<file path="config.mk">
export PLATFORM = sky130hd
export DESIGN_NAME = io_channel_chain_control
export DESIGN_NICKNAME = d
export VERILOG_FILES = /design/src/shared/chain_ctrl_pkg.sv /design/src/io_channel_chain_control.sv
export VERILOG_INCLUDE_DIRS = /design/src /design/src/shared
export SDC_FILE = /design/constraint.sdc
export NUM_CORES = 1
export LEC_CHECK = 0
export CAP_MARGIN = 20
export CORE_MARGIN = 2
export CORE_UTILIZATION = 45
export DETAILED_ROUTE_END_ITERATION = 8
export DONT_BUFFER_PORTS = 1
export GPL_TIMING_DRIVEN = 0
export PLACE_DENSITY_LB_ADDON = 0.12
export SLEW_MARGIN = 10
export SYNTH_ARGS = -nofsm -noshare
export SYNTH_HDL_FRONTEND = slang
export SYNTH_SLANG_ARGS = --single-unit
</file>
<file path="constraint.sdc">
create_clock -name mclk_i -period 12.58 [get_ports mclk_i]
set_input_delay 0.629 -clock mclk_i [delete_from_list [all_inputs] [get_ports mclk_i]]
set_output_delay 0.629 -clock mclk_i [all_outputs]
set_load 0.02 [all_outputs]
</file>
<file path="src/shared/chain_ctrl_defs.svh">
// Register offsets, field positions and fixed codes of the channel chain control block.
`ifndef CHAIN_CTRL_DEFS_SVH
`define CHAIN_CTRL_DEFS_SVH
// ==========================================
// Register byte offsets.
`define REG_CTRL 8'h00
`define REG_CAW 8'h04
`define REG_STAT 8'h08
`define REG_SW0 8'h0C
`define REG_SW1 8'h10
`define REG_HCCW0 8'h14
`define REG_HCCW1 8'h18
`define REG_HELD_ADDRESS_WORD 8'h1C
// ==========================================
// Control and status register bits.
`define CTRL_START 0
`define CTRL_SEL 1
`define STAT_BUSY 0
`define STAT_DONE 1
// ==========================================
// Address word and command word fields.
`define CAW_KEY_HI 31
`define CAW_KEY_LO 28
`define CAW_Z 27
`define CCW_CD 31
`define CCW_CC 30
`define CCW_SLI 29
`define CCW_SK 28
`define HELD_COMMAND_WORD_Z 23
`define TIC_CODE 4'h8
`define TIC_K 4
// ==========================================
// Subchannel status bits within the status byte.
`define SUB_IL 6
`define SUB_PC 5
`define SUB_CCC 2
// ==========================================
// Device status bits and codes.
`define DS_CE 3
`define DS_DE 2
`define CC_ISW 2'h1
`define CC_NONE 2'h0
`define CCW_STEP 24'h000008
`define CCW_W1 24'h000004
`define RST_WORD 32'h00000000
`endif

</file>
<file path="src/shared/chain_ctrl_pkg.sv">
// Types of the channel chain control block.
package chain_ctrl_pkg;
	typedef enum logic [9:0] {
		S_IDLE = 10'h001,
		S_RELOC = 10'h002,
		S_CCW0 = 10'h004,
		S_CCW1 = 10'h008,
		S_LOAD = 10'h010,
		S_ISS = 10'h020,
		S_XFER = 10'h040,
		S_BYTE = 10'h080,
		S_CHAIN = 10'h100,
		S_TERM = 10'h200
	} state_t;
	typedef enum logic [1:0] {
		RU_CAW = 2'h0,
		RU_DATA = 2'h1,
		RU_TIC = 2'h2
	} rel_use_t;
	typedef struct packed {
		state_t st;
		rel_use_t rsrc;
		logic mode_sel;
		logic [31:0] channel_address_word;
		logic [3:0] okey;
		logic [23:0] reloc;
		logic [23:0] pend;
		logic [23:0] cca;
		logic [31:0] cw0;
		logic [31:0] cw1;
		logic [7:0] hcmd;
		logic [23:0] haddr;
		logic hcd;
		logic hcc;
		logic hsli;
		logic hsk;
		logic hz;
		logic [15:0] hcnt;
		logic first;
		logic dchain;
		logic ticprev;
		logic nodata;
		logic ilp;
		logic svcs;
		logic terr;
		logic spc;
		logic sccc;
		logic busy;
		logic done;
		logic initial_status_word;
		logic [1:0] ccode;
		logic [31:0] sw0;
		logic [31:0] sw1;
		logic [31:0] prdata;
		logic pready;
		logic pslverr;
		logic mem_req;
		logic mem_we;
		logic [3:0] mem_be;
		logic [23:0] mem_addr;
		logic [31:0] mem_wdata;
		logic sel;
		logic svc_out;
		logic cmd_out;
		logic stat_ack;
		logic [7:0] bus_out;
	} chain_state_t;
endpackage : chain_ctrl_pkg

</file>
<file path="src/io_channel_chain_control.sv">
// Channel program sequencer: command fetch, chaining, branching, skipping and relocation.
//
// The implementer's own choices: the placing of the registers and register access over APB.
`timescale 1ns/1ps
`default_nettype none
`include "chain_ctrl_defs.svh"
module io_channel_chain_control #(
	parameter logic [23:0] RELOC_BASE = 24'h000100
) (
	// Clock and reset.
	input wire logic mclk_i,
	input wire logic rst_i,
	// Register bus.
	input wire logic psel_i,
	input wire logic penable_i,
	input wire logic pwrite_i,
	input wire logic [7:0] paddr_i,
	input wire logic [31:0] pwdata_i,
	output logic [31:0] prdata_o,
	output logic pready_o,
	output logic pslverr_o,
	// Main storage.
	output logic mem_req_o,
	output logic mem_we_o,
	output logic [3:0] mem_be_o,
	output logic [23:0] mem_addr_o,
	output logic [31:0] mem_wdata_o,
	input wire logic mem_ack_i,
	input wire logic mem_err_i,
	input wire logic [31:0] mem_rdata_i,
	// Peripheral interface.
	output logic sel_o,
	output logic [7:0] cmd_o,
	input wire logic svc_in_i,
	input wire logic status_in_i,
	input wire logic [7:0] dev_status_i,
	input wire logic [7:0] bus_in_i,
	output logic [7:0] bus_out_o,
	output logic svc_out_o,
	output logic cmd_out_o,
	output logic stat_ack_o
);
	// ==========================================
	// State.
	chain_ctrl_pkg::chain_state_t st_r;
	chain_ctrl_pkg::chain_state_t st_nxt;
	logic fin;
	logic fil;
	logic fpc;
	logic fccc;
	logic fimm;
	logic [7:0] fstat;
	logic chain_go;
	logic chain_dat;
	logic acc;
	logic is_in;
	logic bdone;
	logic [23:0] nxt_ccw;
	logic [3:0] rkey;
	logic [7:0] rbyte;

	function automatic logic [23:0] rel_addr(input logic [3:0] k);
		rel_addr = RELOC_BASE + {18'h00000, k, 2'h0};
	endfunction : rel_addr

	// ==========================================
	// Next state.
	always_comb begin
		st_nxt = st_r;
		fin = 1'b0;
		fil = 1'b0;
		fpc = 1'b0;
		fccc = 1'b0;
		fimm = 1'b0;
		fstat = 8'h00;
		chain_go = 1'b0;
		chain_dat = 1'b0;
		st_nxt.sel = 1'b0;
		st_nxt.svc_out = 1'b0;
		st_nxt.cmd_out = 1'b0;
		st_nxt.stat_ack = 1'b0;
		nxt_ccw = st_r.cca + `CCW_STEP;
		rkey = st_r.hz ? 4'h0 : st_r.okey;
		is_in = (st_r.hcmd[1:0] == 2'h2) || (st_r.hcmd[3:0] == 4'h4) || (st_r.hcmd[3:0] == 4'hC);
		bdone = ~st_r.mem_req | mem_ack_i;
		case (st_r.haddr[1:0])
			2'h0: rbyte = mem_rdata_i[31:24];
			2'h1: rbyte = mem_rdata_i[23:16];
			2'h2: rbyte = mem_rdata_i[15:8];
			default: rbyte = mem_rdata_i[7:0];
		endcase
		// Register bus slave: one wait cycle, then the answer.
		acc = psel_i & penable_i & st_r.pready;
		st_nxt.pready = psel_i & penable_i & ~st_r.pready;
		st_nxt.pslverr = 1'b0;
		if (psel_i & penable_i & ~st_r.pready) begin
			st_nxt.pslverr = 1'b0;
			st_nxt.prdata = `RST_WORD;
			case (paddr_i)
				`REG_CTRL: st_nxt.prdata = {30'h00000000, st_r.mode_sel, 1'b0};
				`REG_CAW: st_nxt.prdata = st_r.channel_address_word;
				`REG_STAT: st_nxt.prdata = {23'h000000, st_r.initial_status_word, 2'h0, st_r.ccode, 2'h0, st_r.done, st_r.busy};
				`REG_SW0: st_nxt.prdata = st_r.sw0;
				`REG_SW1: st_nxt.prdata = st_r.sw1;
				`REG_HCCW0: st_nxt.prdata = {st_r.hcmd, st_r.haddr};
				`REG_HCCW1: st_nxt.prdata = {st_r.hcd, st_r.hcc, st_r.hsli, st_r.hsk, 4'h0, st_r.hz, 7'h00, st_r.hcnt};
				`REG_HELD_ADDRESS_WORD: st_nxt.prdata = {8'h00, st_r.cca};
				default: st_nxt.pslverr = 1'b1;
			endcase
		end
		if (acc & pwrite_i) begin
			case (paddr_i)
				`REG_CAW: begin
					if (!st_r.busy) begin
						st_nxt.channel_address_word = pwdata_i;
					end
				end
				`REG_STAT: begin
					if (pwdata_i[`STAT_DONE]) begin
						st_nxt.done = 1'b0;
					end
				end
				`REG_CTRL: begin
					if (!st_r.busy) begin
						st_nxt.mode_sel = pwdata_i[`CTRL_SEL];
					end
					if (!st_r.busy && pwdata_i[`CTRL_START]) begin
						st_nxt.busy = 1'b1;
						st_nxt.okey = st_r.channel_address_word[`CAW_KEY_HI:`CAW_KEY_LO];
						st_nxt.hz = st_r.channel_address_word[`CAW_Z];
						st_nxt.pend = st_r.channel_address_word[23:0];
						st_nxt.first = 1'b1;
						st_nxt.dchain = 1'b0;
						st_nxt.ticprev = 1'b0;
						st_nxt.spc = 1'b0;
						st_nxt.sccc = 1'b0;
						st_nxt.rsrc = chain_ctrl_pkg::RU_CAW;
						st_nxt.st = chain_ctrl_pkg::S_RELOC;
						st_nxt.mem_req = 1'b1;
						st_nxt.mem_we = 1'b0;
						st_nxt.mem_addr = rel_addr(st_r.channel_address_word[`CAW_Z] ? 4'h0 : st_r.channel_address_word[`CAW_KEY_HI:`CAW_KEY_LO]);
					end
				end
				default: begin
				end
			endcase
		end
		// Channel program sequencing.
		case (st_r.st)
			chain_ctrl_pkg::S_IDLE: begin
			end
			chain_ctrl_pkg::S_RELOC: begin
				if (mem_ack_i) begin
					st_nxt.mem_req = 1'b0;
					if (mem_err_i) begin
						fin = 1'b1;
						fccc = 1'b1;
					end else begin
						st_nxt.reloc = mem_rdata_i[23:0];
						if (st_r.rsrc == chain_ctrl_pkg::RU_DATA) begin
							st_nxt.st = chain_ctrl_pkg::S_LOAD;
						end else begin
							st_nxt.cca = st_r.pend + mem_rdata_i[23:0];
							st_nxt.mem_req = 1'b1;
							st_nxt.mem_addr = st_r.pend + mem_rdata_i[23:0];
							st_nxt.st = chain_ctrl_pkg::S_CCW0;
						end
					end
				end
			end
			chain_ctrl_pkg::S_CCW0: begin
				if (mem_ack_i) begin
					st_nxt.mem_req = 1'b0;
					st_nxt.cw0 = mem_rdata_i;
					if (mem_err_i) begin
						st_nxt.sccc = st_r.dchain;
						st_nxt.st = chain_ctrl_pkg::S_TERM;
						st_nxt.terr = 1'b1;
						st_nxt.svcs = 1'b0;
						st_nxt.ilp = 1'b0;
						fin = ~st_r.dchain;
						fccc = 1'b1;
					end else if (mem_rdata_i[27:24] == `TIC_CODE) begin
						if (st_r.first || st_r.ticprev) begin
							fin = 1'b1;
							fpc = 1'b1;
							fimm = st_r.first;
						end else begin
							st_nxt.ticprev = 1'b1;
							st_nxt.pend = mem_rdata_i[23:0];
							st_nxt.rsrc = chain_ctrl_pkg::RU_TIC;
							if (st_r.hz && mem_rdata_i[`TIC_K + 24]) begin
								st_nxt.hz = 1'b0;
								st_nxt.mem_req = 1'b1;
								st_nxt.mem_addr = rel_addr(st_r.okey);
								st_nxt.st = chain_ctrl_pkg::S_RELOC;
							end else if (st_r.mode_sel) begin
								st_nxt.cca = mem_rdata_i[23:0] + st_r.reloc;
								st_nxt.mem_req = 1'b1;
								st_nxt.mem_addr = mem_rdata_i[23:0] + st_r.reloc;
							end else begin
								st_nxt.mem_req = 1'b1;
								st_nxt.mem_addr = rel_addr(rkey);
								st_nxt.st = chain_ctrl_pkg::S_RELOC;
							end
						end
					end else begin
						st_nxt.ticprev = 1'b0;
						st_nxt.mem_req = 1'b1;
						st_nxt.mem_addr = st_r.cca + `CCW_W1;
						st_nxt.st = chain_ctrl_pkg::S_CCW1;
					end
				end
			end
			chain_ctrl_pkg::S_CCW1: begin
				if (mem_ack_i) begin
					st_nxt.mem_req = 1'b0;
					st_nxt.cw1 = mem_rdata_i;
					if (mem_err_i || (mem_rdata_i[15:0] == 16'h0000)) begin
						st_nxt.sccc = st_r.dchain & mem_err_i;
						st_nxt.spc = st_r.dchain & ~mem_err_i;
						st_nxt.st = chain_ctrl_pkg::S_TERM;
						st_nxt.terr = 1'b1;
						st_nxt.svcs = 1'b0;
						st_nxt.ilp = 1'b0;
						fin = ~st_r.dchain;
						fccc = mem_err_i;
						fpc = ~mem_err_i;
					end else if (st_r.first || st_r.mode_sel) begin
						st_nxt.st = chain_ctrl_pkg::S_LOAD;
					end else begin
						st_nxt.rsrc = chain_ctrl_pkg::RU_DATA;
						st_nxt.mem_req = 1'b1;
						st_nxt.mem_addr = rel_addr(rkey);
						st_nxt.st = chain_ctrl_pkg::S_RELOC;
					end
				end
			end
			chain_ctrl_pkg::S_LOAD: begin
				st_nxt.haddr = st_r.cw0[23:0] + st_r.reloc;
				if (!st_r.dchain) begin
					st_nxt.hcmd = st_r.cw0[31:24];
				end
				st_nxt.hcd = st_r.cw1[`CCW_CD];
				st_nxt.hcc = st_r.cw1[`CCW_CC];
				st_nxt.hsli = st_r.cw1[`CCW_SLI];
				st_nxt.hsk = st_r.cw1[`CCW_SK];
				st_nxt.hcnt = st_r.cw1[15:0];
				st_nxt.nodata = st_r.dchain;
				st_nxt.ilp = 1'b0;
				st_nxt.terr = 1'b0;
				if (st_r.dchain) begin
					st_nxt.st = chain_ctrl_pkg::S_XFER;
				end else begin
					st_nxt.sel = 1'b1;
					st_nxt.st = chain_ctrl_pkg::S_ISS;
				end
			end
			chain_ctrl_pkg::S_ISS: begin
				if (status_in_i) begin
					st_nxt.stat_ack = 1'b1;
					fstat = dev_status_i;
					if ((st_r.hcmd[1:0] == 2'h3) && dev_status_i[`DS_CE]) begin
						if (!st_r.hcd && st_r.hcc) begin
							chain_go = dev_status_i[`DS_DE];
							st_nxt.st = chain_ctrl_pkg::S_CHAIN;
						end else begin
							fin = 1'b1;
							fimm = 1'b1;
						end
					end else if (dev_status_i == 8'h00) begin
						st_nxt.st = chain_ctrl_pkg::S_XFER;
					end else begin
						fin = 1'b1;
					end
				end
			end
			chain_ctrl_pkg::S_XFER: begin
				if (status_in_i) begin
					st_nxt.stat_ack = 1'b1;
					fstat = dev_status_i;
					if (st_r.nodata) begin
						fin = 1'b1;
						fil = 1'b1;
					end else if (!st_r.hcd && st_r.hcc && st_r.hsli) begin
						chain_go = dev_status_i[`DS_DE];
						st_nxt.st = chain_ctrl_pkg::S_CHAIN;
					end else begin
						fin = 1'b1;
						fil = st_r.hcd | ~st_r.hsli;
					end
				end else if (svc_in_i) begin
					st_nxt.st = chain_ctrl_pkg::S_BYTE;
					st_nxt.mem_req = ~(is_in & st_r.hsk);
					st_nxt.mem_we = is_in;
					st_nxt.mem_addr = st_r.haddr;
					st_nxt.mem_be = 4'h8 >> st_r.haddr[1:0];
					st_nxt.mem_wdata = {4{bus_in_i}};
				end
			end
			chain_ctrl_pkg::S_BYTE: begin
				if (bdone) begin
					st_nxt.mem_req = 1'b0;
					if (st_r.mem_req && mem_err_i) begin
						st_nxt.sccc = 1'b1;
						st_nxt.st = chain_ctrl_pkg::S_TERM;
						st_nxt.terr = 1'b1;
						st_nxt.svcs = 1'b0;
					end else begin
						st_nxt.svc_out = 1'b1;
						st_nxt.nodata = 1'b0;
						if (!is_in) begin
							st_nxt.bus_out = rbyte;
						end
						st_nxt.hcnt = st_r.hcnt - 16'h0001;
						st_nxt.haddr = (st_r.hcmd[3:0] == 4'hC) ? st_r.haddr - 24'h000001 : st_r.haddr + 24'h000001;
						st_nxt.st = chain_ctrl_pkg::S_XFER;
						if (st_r.hcnt == 16'h0001) begin
							if (st_r.hcd) begin
								chain_go = 1'b1;
								chain_dat = 1'b1;
							end else if (st_r.hcc && st_r.hsli) begin
								st_nxt.st = chain_ctrl_pkg::S_CHAIN;
							end else begin
								st_nxt.st = chain_ctrl_pkg::S_TERM;
								st_nxt.ilp = ~st_r.hsli;
								st_nxt.svcs = 1'b0;
							end
						end
					end
				end
			end
			chain_ctrl_pkg::S_CHAIN: begin
				if (status_in_i) begin
					st_nxt.stat_ack = 1'b1;
					chain_go = dev_status_i[`DS_DE];
				end
			end
			chain_ctrl_pkg::S_TERM: begin
				if (svc_in_i) begin
					st_nxt.cmd_out = 1'b1;
					st_nxt.svcs = 1'b1;
				end
				if (status_in_i) begin
					st_nxt.stat_ack = 1'b1;
					fstat = dev_status_i;
					if (!st_r.terr && !st_r.svcs && !st_r.hcd && st_r.hcc) begin
						chain_go = dev_status_i[`DS_DE];
						st_nxt.st = chain_ctrl_pkg::S_CHAIN;
					end else begin
						fin = 1'b1;
						fil = st_r.ilp & st_r.svcs;
					end
				end
			end
			default: begin
				st_nxt.st = chain_ctrl_pkg::S_IDLE;
			end
		endcase
		if (chain_go) begin
			st_nxt.cca = nxt_ccw;
			st_nxt.mem_req = 1'b1;
			st_nxt.mem_we = 1'b0;
			st_nxt.mem_addr = nxt_ccw;
			st_nxt.first = 1'b0;
			st_nxt.dchain = chain_dat;
			st_nxt.ticprev = 1'b0;
			st_nxt.st = chain_ctrl_pkg::S_CCW0;
		end
		if (fin) begin
			st_nxt.st = chain_ctrl_pkg::S_IDLE;
			st_nxt.mem_req = 1'b0;
			st_nxt.busy = 1'b0;
			st_nxt.done = 1'b1;
			st_nxt.initial_status_word = st_r.first & fimm;
			st_nxt.ccode = (st_r.first & fimm) ? `CC_ISW : `CC_NONE;
			st_nxt.sw0 = {st_r.okey, 4'h0, nxt_ccw};
			st_nxt.sw1 = {fstat, 1'b0, fil, st_r.spc | fpc, 2'h0, st_r.sccc | fccc, 2'h0, st_r.hcnt};
		end
	end

	// ==========================================
	// State register.
	always_ff @(posedge mclk_i or posedge rst_i) begin
		if (rst_i) begin
			st_r <= '0;
			st_r.st <= chain_ctrl_pkg::S_IDLE;
			st_r.rsrc <= chain_ctrl_pkg::RU_CAW;
		end else begin
			st_r <= st_nxt;
		end
	end

	// ==========================================
	// Outputs.
	assign prdata_o = st_r.prdata;
	assign pready_o = st_r.pready;
	assign pslverr_o = st_r.pslverr;
	assign mem_req_o = st_r.mem_req;
	assign mem_we_o = st_r.mem_we;
	assign mem_be_o = st_r.mem_be;
	assign mem_addr_o = st_r.mem_addr;
	assign mem_wdata_o = st_r.mem_wdata;
	assign sel_o = st_r.sel;
	assign cmd_o = st_r.hcmd;
	assign bus_out_o = st_r.bus_out;
	assign svc_out_o = st_r.svc_out;
	assign cmd_out_o = st_r.cmd_out;
	assign stat_ack_o = st_r.stat_ack;
endmodule : io_channel_chain_control
`default_nettype wire

</file>
Word-level counts from Yosys, hierarchy flattened:

Index checks and enable logic that the tools add are counted.

* flip-flop bits (word level): 415
* output and inout port bits: 116
* logic and storage cells: 408

* bitwise gates (word level): 23
* add/sub/neg operators: 11
* equal/unequal tests: 49
* reduce and logical (&&, ||, !) cells: 57
* shift operators: 1
* multiplexer cells: 221

Operators by type and width (number)
* two-way mux 24 bit: 29
* one-hot mux 32 bit (8 select lines): 1
* two-way mux 10 bit: 24
* two-way mux 48 bit: 3
* two-way mux 62 bit: 2
* two-way mux 1 bit: 97
* one-hot mux 24 bit (2 select lines): 2
* one-hot mux 24 bit (4 select lines): 1
* one-hot mux 10 bit (9 select lines): 1
* two-way mux 80 bit: 1
* adder 24 bit: 3
* two-way mux 69 bit: 1
* two-way mux 32 bit: 2
* two-way mux 49 bit: 1
* two-way mux 12 bit: 4
* inequality test 3 bit (second input constant): 12
* equality test 8 x 5 -> 1 bit (second input constant): 4
* two-way mux 16 bit: 2
* one-hot mux 16 bit (2 select lines): 1
* adder 9 x 6 -> 10 bit (first input constant): 3
* AND reduction 10 bit: 3
* AND reduction 3 bit: 9
* two-way mux 5 bit: 5
* adder 24 x 1 -> 24 bit (second input constant): 1
* other kinds (55): 150

Logic depth before layout (Yosys ltp):

* depth in word-level cells: 14
* gate-level depth with buffers: 13

Worst setup path before layout:

OpenSTA, ideal clock, no wires.

* path type: register to register
* from: register st_r, in the netlist cmd_o[0]
* to: register st_r[230] (netlist bit)
* library setup time: 140 ps
* slack: 9051 ps
* buffers on the path: 0
* data arrival time: 3390 ps
* cell stages (with the launch flop): 14
* cells stage by stage: dfrtp_1 nor2_1 nand3_1 inv_1 ha_1 and3_1 a22o_1 o2111a_1 a21o_1 o41a_1 or4_1 nand3_1 and3_1 a211oi_2

* cells in the longest elaborated chain, start to end: 5

RTL lines
* start, declared: RTL line io_channel_chain_control.sv:45 `chain_ctrl_pkg::chain_state_t st_r;`
* start signal, assigned: RTL line io_channel_chain_control.sv:390 `st_r <= st_nxt;`
* equality test 4 bit: RTL line io_channel_chain_control.sv:316 `st_nxt.haddr = (st_r.hcmd[3:0] == 4'hC) ? st_r.haddr - 24'h000001 : st_r.haddr + 24'h000001;`
* two-way mux 24 bit: RTL line io_channel_chain_control.sv:316
* two-way mux 24 bit: RTL line io_channel_chain_control.sv:304 `if (st_r.mem_req && mem_err_i) begin`
* two-way mux 24 bit: RTL line io_channel_chain_control.sv:302 `if (bdone) begin`
* one-hot mux 24 bit (2 select lines): RTL line io_channel_chain_control.sv:149 `case (st_r.st)`

No other way between the ends. The select of a mux whose other input is x is not followed.
A chain may end at the register's enable or synchronous reset.

Worst setup path in the final report:

Ends and elaborated chain as after synthesis.

==> key figures <==
Synth
  – Post-synthesis adder-cell area fraction: 5.097%
  – Fraction of the mapped netlist area in compound gates: 19.10%
  – Post-synth ARST share: 100.0%
  – Sequential area share after synthesis: a little under two fifths
  – Post-Syn Instances: ~2.7k
  – Simple-gate area share of the yosys netlist: 16.23%
  – Number of synthesized flops with an enable pin: 0
  – Yosys warning count: 0
  – Dominant combinational cell family by area after synthesis: compound AO/OA/AOI/OAI gates
  – Flip-flop cell with the highest count after synthesis: sky130_fd_sc_hd__dfrtp_1
  – Fraction of synthesized cell area taken by the top area cell type: ~38%
  – Proportion of synthesized area in mux cells: around 11%
  – Count of cell types in the netlist: between 100 and 150
  – Cell area after synthesis: 24,890 um2
  – FF+latch count, synth: approximately 380
  – Area contributors post-synth: sky130_fd_sc_hd__dfrtp_1 38%, sky130_fd_sc_hd__mux2_2 6.4%, sky130_fd_sc_hd__nand2_1 5.0%
  – Fraction of synthesized cell area in xor and xnor cells: under 10%
  – Post-synth top area cell: sky130_fd_sc_hd__dfrtp_1
  – Synth Net Count: 2,912
  – Mean instance size in the synthesized netlist: 9.164 um2

Finish
  – Layout area overhead: 10.21%
  – Layout cells sized above 1: between 15 and 20%
  – Post-route cell area: between 20,000 and 30,000 um2
  – Final Net Count: ~3.0k

Worst setup path
  – Cell count of the worst reg-to-reg path: 13
  – Type of element capturing the critical path: flop
  – Required time at the worst-slack endpoint: about 13,000 ps
  – Maximum fanout count along the critical path: 22
  – Reg2Reg Launch Point: cmd_o[0]
  – Classification of the worst setup path: flop to flop
  – Worst path arrival time: 5150 ps
  – Startpoint of the most critical setup path: cmd_o[0]
  – Critical path launch point type: flop

Placed design
  – Number of buffers inserted by port buffering: 0
  – Routability cong.: 0.9692
  – Dpl cell area: around 26,000 um2
  – Dpl hpwl: just over 80,000 um
  – Post-place setup slack: around 8000 ps

STA
  – Maximum operating frequency: approximately 210 MHz
  – Worst Hold Margin: approximately 130 ps
  – Fraction of the cycle the final worst path needs: between 30% and 40%
  – Clock Skews: around 28 ps
  – Worst Tran Pin Value: between 1000 and 1500 ps
  – Unrepaired setup endpoints after global routing: false
  – Worst slew slack as a fraction of its limit: between 20% and 30%
  – Count of endpoints failing setup in the final report: 0
  – Worst setup slack after layout: between 7000 and 8000 ps
  – Hold Vio Cnt, Final: 0
  – Final min period: 4687 ps
  – Count of final max-slew check failures: 0

Clock network
  – Clock buffer count from CTS: 46
  – Deepest clock path buffer count: 3
  – Root buffer selected by CTS: sky130_fd_sc_hd__clkbuf_16
  – TritonCTS clock tree: done
  – Clock sink count: about 380
  – Number of levels in the clock H-tree: 2
  – Clock Latency Late Sink: approximately 610 ps
  – Number of gates resized after CTS: 0
  – Clock slew at reported path FFs: approximately 60 ps
  – Post-CTS Setup Repair Bufs: 0

Global routing
  – Sum of overflow across all layers after global routing: 0
  – Initial antenna violation count: 8
  – First-pass GRT wire length: 149,800 um
  – Pin count of the biggest net entering global routing: 92
  – Global Route Usage Sum: 36.52%
  – Via count of the first global-routing pass: about 22k

Routing
  – First drt pass iteration count: 6
  – DRC violation count after routing: 0
  – Iteration-0 DRC Markers: 2,720
  – Number of vias after detailed routing: approximately 23k
  – Drt via density: 6.430
  – Per-cell routed wire length: approximately 30 um
  – Post-route ant nets: 0
  – Overall routed net length: approximately 110,000 um

Worst hold path
  – Kind of path behind the tightest hold check: primary input to flop
  – Source of the worst hold timing path: bus_in_i[1]
  – Hold-critical path depth: 2

Floorplanning
  – Initial Util: between 40% and 50%
  – Rows: 86
  – Count of pins on the block boundary: approximately 210
  – DIE HEIGHT: about 240 um
  – Die footprint: 57,210 um2
  – Horizontal die dimension: between 200 and 250 um
  – Core Region: ~55,000 um2

Pwr
  – Leakage: about 0.013 uW
  – Ratio of total power to cell area: between 100 and 150 nW/um2
  – Worst vdd ir: around 0.000090 V

Run
  – Count of maximum capacitance violations: 0

Run status
  – Run status: finished, final reports clean
==> report_power, final <==
part	internal, uW	total, uW	switching (uW)
logic	170	423	253
registers	1280	1390	102
clock network	782	1350	565
==> path summary, 6_finish.rpt <==
path / slack [ps] / end
min reg2reg: 470 / st_r[206]
max: 7890 / st_r[230]
max reg2reg: 7890 / st_r[230]
min in group asynchronous: 550 / mem_wdata_o[30]
max in group asynchronous: 10900 / mem_addr_o[14]
min: 130 / mem_wdata_o[25]
==> layout by cell type (no fill, tap or decap), types with 11 or more instances in the layout <==
cell / Yosys / routed
sky130_fd_sc_hd__a211oi_1: 18 / 18
sky130_fd_sc_hd__a21o_1: 39 / 39
sky130_fd_sc_hd__a21oi_1: 232 / 232
sky130_fd_sc_hd__a21oi_2: 11 / 11
sky130_fd_sc_hd__a221oi_1: 19 / 19
sky130_fd_sc_hd__a22oi_1: 19 / 19
sky130_fd_sc_hd__a31oi_1: 53 / 53
sky130_fd_sc_hd__a32oi_1: 14 / 14
sky130_fd_sc_hd__and2_1: 13 / 13
sky130_fd_sc_hd__and3_1: 31 / 31
sky130_fd_sc_hd__buf_2: 23 / 24
sky130_fd_sc_hd__buf_4: 118 / 119
sky130_fd_sc_hd__clkbuf_1: 103 / 117
sky130_fd_sc_hd__clkbuf_16: 0 / 47
sky130_fd_sc_hd__dfrtp_1: 376 / 376
sky130_fd_sc_hd__ha_1: 95 / 95
sky130_fd_sc_hd__inv_1: 35 / 34
sky130_fd_sc_hd__mux2_1: 14 / 14
sky130_fd_sc_hd__mux2_2: 142 / 142
sky130_fd_sc_hd__mux2i_1: 24 / 24
sky130_fd_sc_hd__mux4_2: 32 / 32
sky130_fd_sc_hd__nand2_1: 330 / 330
sky130_fd_sc_hd__nand2b_1: 26 / 26
sky130_fd_sc_hd__nand3_1: 82 / 82
sky130_fd_sc_hd__nand4_1: 23 / 23
sky130_fd_sc_hd__nor2_1: 210 / 209
sky130_fd_sc_hd__nor2b_1: 16 / 16
sky130_fd_sc_hd__nor3_1: 41 / 41
sky130_fd_sc_hd__nor4_1: 14 / 14
sky130_fd_sc_hd__o211ai_1: 19 / 19
sky130_fd_sc_hd__o21a_1: 18 / 18
sky130_fd_sc_hd__o21ai_0: 166 / 166
sky130_fd_sc_hd__o21ai_1: 13 / 13
sky130_fd_sc_hd__o22ai_1: 14 / 14
sky130_fd_sc_hd__o31ai_1: 12 / 12
sky130_fd_sc_hd__or2_2: 11 / 11
sky130_fd_sc_hd__or3_1: 12 / 12
sky130_fd_sc_hd__xnor2_1: 65 / 65
sky130_fd_sc_hd__xor2_1: 52 / 52
==> routing by layer <==
metal / GRT usage (%) / part of all wire, % / vias to the layer above
li1: - / - / 9914
met1: 48.26 / 41 / 11280
met2: 55.15 / 44 / 1141
met3: 7.491 / 8.2 / 255
met4: 22.20 / 6.9 / 2
met5: 0 / 0.0095 / -
==> kinds of logic (layout without fill, tap and decap cells) <==
logic type | after synthesis | in the layout
adder cells (fa/ha/maj) | 99 | 99
flip-flops | 377 | 377
AND/OR/NAND/NOR | 864 | 864
AO/OA/AOI/OAI | 751 | 751
XOR/XNOR | 117 | 117
other | 0 | 2
buffers and inverters | 296 | 387
multiplexers | 212 | 212
==> worst max-delay path, stage by stage, from the launching register on <==
cell and delay [ps]:
sky130_fd_sc_hd__dfrtp_1 520, sky130_fd_sc_hd__nor2_1 160, sky130_fd_sc_hd__nand3_1 440, sky130_fd_sc_hd__inv_1 810
sky130_fd_sc_hd__ha_1 430, sky130_fd_sc_hd__and3_1 190, sky130_fd_sc_hd__a22o_1 260, sky130_fd_sc_hd__o2111a_1 280
sky130_fd_sc_hd__a21o_1 210, sky130_fd_sc_hd__o41a_1 430, sky130_fd_sc_hd__or4_1 410, sky130_fd_sc_hd__nand3_1 150
sky130_fd_sc_hd__and3_1 190, sky130_fd_sc_hd__a211oi_2 50
==> final cells by class <==
| cell class | count | area (um2) |
|---|---|---|
| repair buffers | 8 | 147.6 |
| flip-flops and latches | 377 | 9435 |
| plain buffers | 260 | 1515 |
| multi-input cells | 2043 | 13810 |
| clock inverters | 13 | 146.4 |
| clock buffers | 70 | 1353 |
| well taps | 704 | 880.8 |
| inverters | 36 | 142.6 |
| fillers | 5237 | 27450 |
| diodes | 2 | 5.005 |
==> timing repair <==
action,CTS,global route
endpoints found under the setup margin,0,0
hold endpoints to repair,50,0
hold buffers,1,0
==> synth_stat cells (16+ instances only) <==
| cell | n |
|---|---|
| sky130_fd_sc_hd__dfrtp_1 | 376 |
| sky130_fd_sc_hd__nand2_1 | 330 |
| sky130_fd_sc_hd__a21oi_1 | 232 |
| sky130_fd_sc_hd__nor2_1 | 210 |
| sky130_fd_sc_hd__o21ai_0 | 166 |
| sky130_fd_sc_hd__mux2_2 | 142 |
| sky130_fd_sc_hd__buf_4 | 118 |
| sky130_fd_sc_hd__clkbuf_1 | 103 |
| sky130_fd_sc_hd__ha_1 | 95 |
| sky130_fd_sc_hd__nand3_1 | 82 |
| sky130_fd_sc_hd__xnor2_1 | 65 |
| sky130_fd_sc_hd__a31oi_1 | 53 |
| sky130_fd_sc_hd__xor2_1 | 52 |
| sky130_fd_sc_hd__nor3_1 | 41 |
| sky130_fd_sc_hd__a21o_1 | 39 |
| sky130_fd_sc_hd__inv_1 | 35 |
| sky130_fd_sc_hd__mux4_2 | 32 |
| sky130_fd_sc_hd__and3_1 | 31 |
| sky130_fd_sc_hd__nand2b_1 | 26 |
| sky130_fd_sc_hd__mux2i_1 | 24 |
| sky130_fd_sc_hd__buf_2 | 23 |
| sky130_fd_sc_hd__nand4_1 | 23 |
| sky130_fd_sc_hd__a221oi_1 | 19 |
| sky130_fd_sc_hd__a22oi_1 | 19 |
| sky130_fd_sc_hd__o211ai_1 | 19 |
| sky130_fd_sc_hd__a211oi_1 | 18 |
| sky130_fd_sc_hd__o21a_1 | 18 |
| sky130_fd_sc_hd__nor2b_1 | 16 |
==> per-stage QoR <==
| step | util (%) | cells | setup TNS [ps] | power (uW) |
|---|---|---|---|---|
| 2_1_floorplan | - | 2716 | 0 | 1662 |
| 3_3_place_gp | 46.96 | 3420 | -1194060 | 1807 |
| 3_5_place_dp | 47.20 | 3426 | 0 | 1818 |
| 4_1_cts | 49.95 | 3510 | 0 | 3165 |
| 5_1_grt | 49.98 | 3511 | 0 | 3257 |
| 6_report | 49.99 | 3513 | 0 | 3156 |
==> sequential cells by signal (all words and copies together), names as in the netlist, 4 cells and up <==
name / count
st_r: 285
prdata_o: 32
mem_addr_o: 24
bus_out_o: 8
cmd_o: 8
mem_wdata_o: 8
mem_be_o: 4
Note: power is estimated with default switching activity, not from simulation.
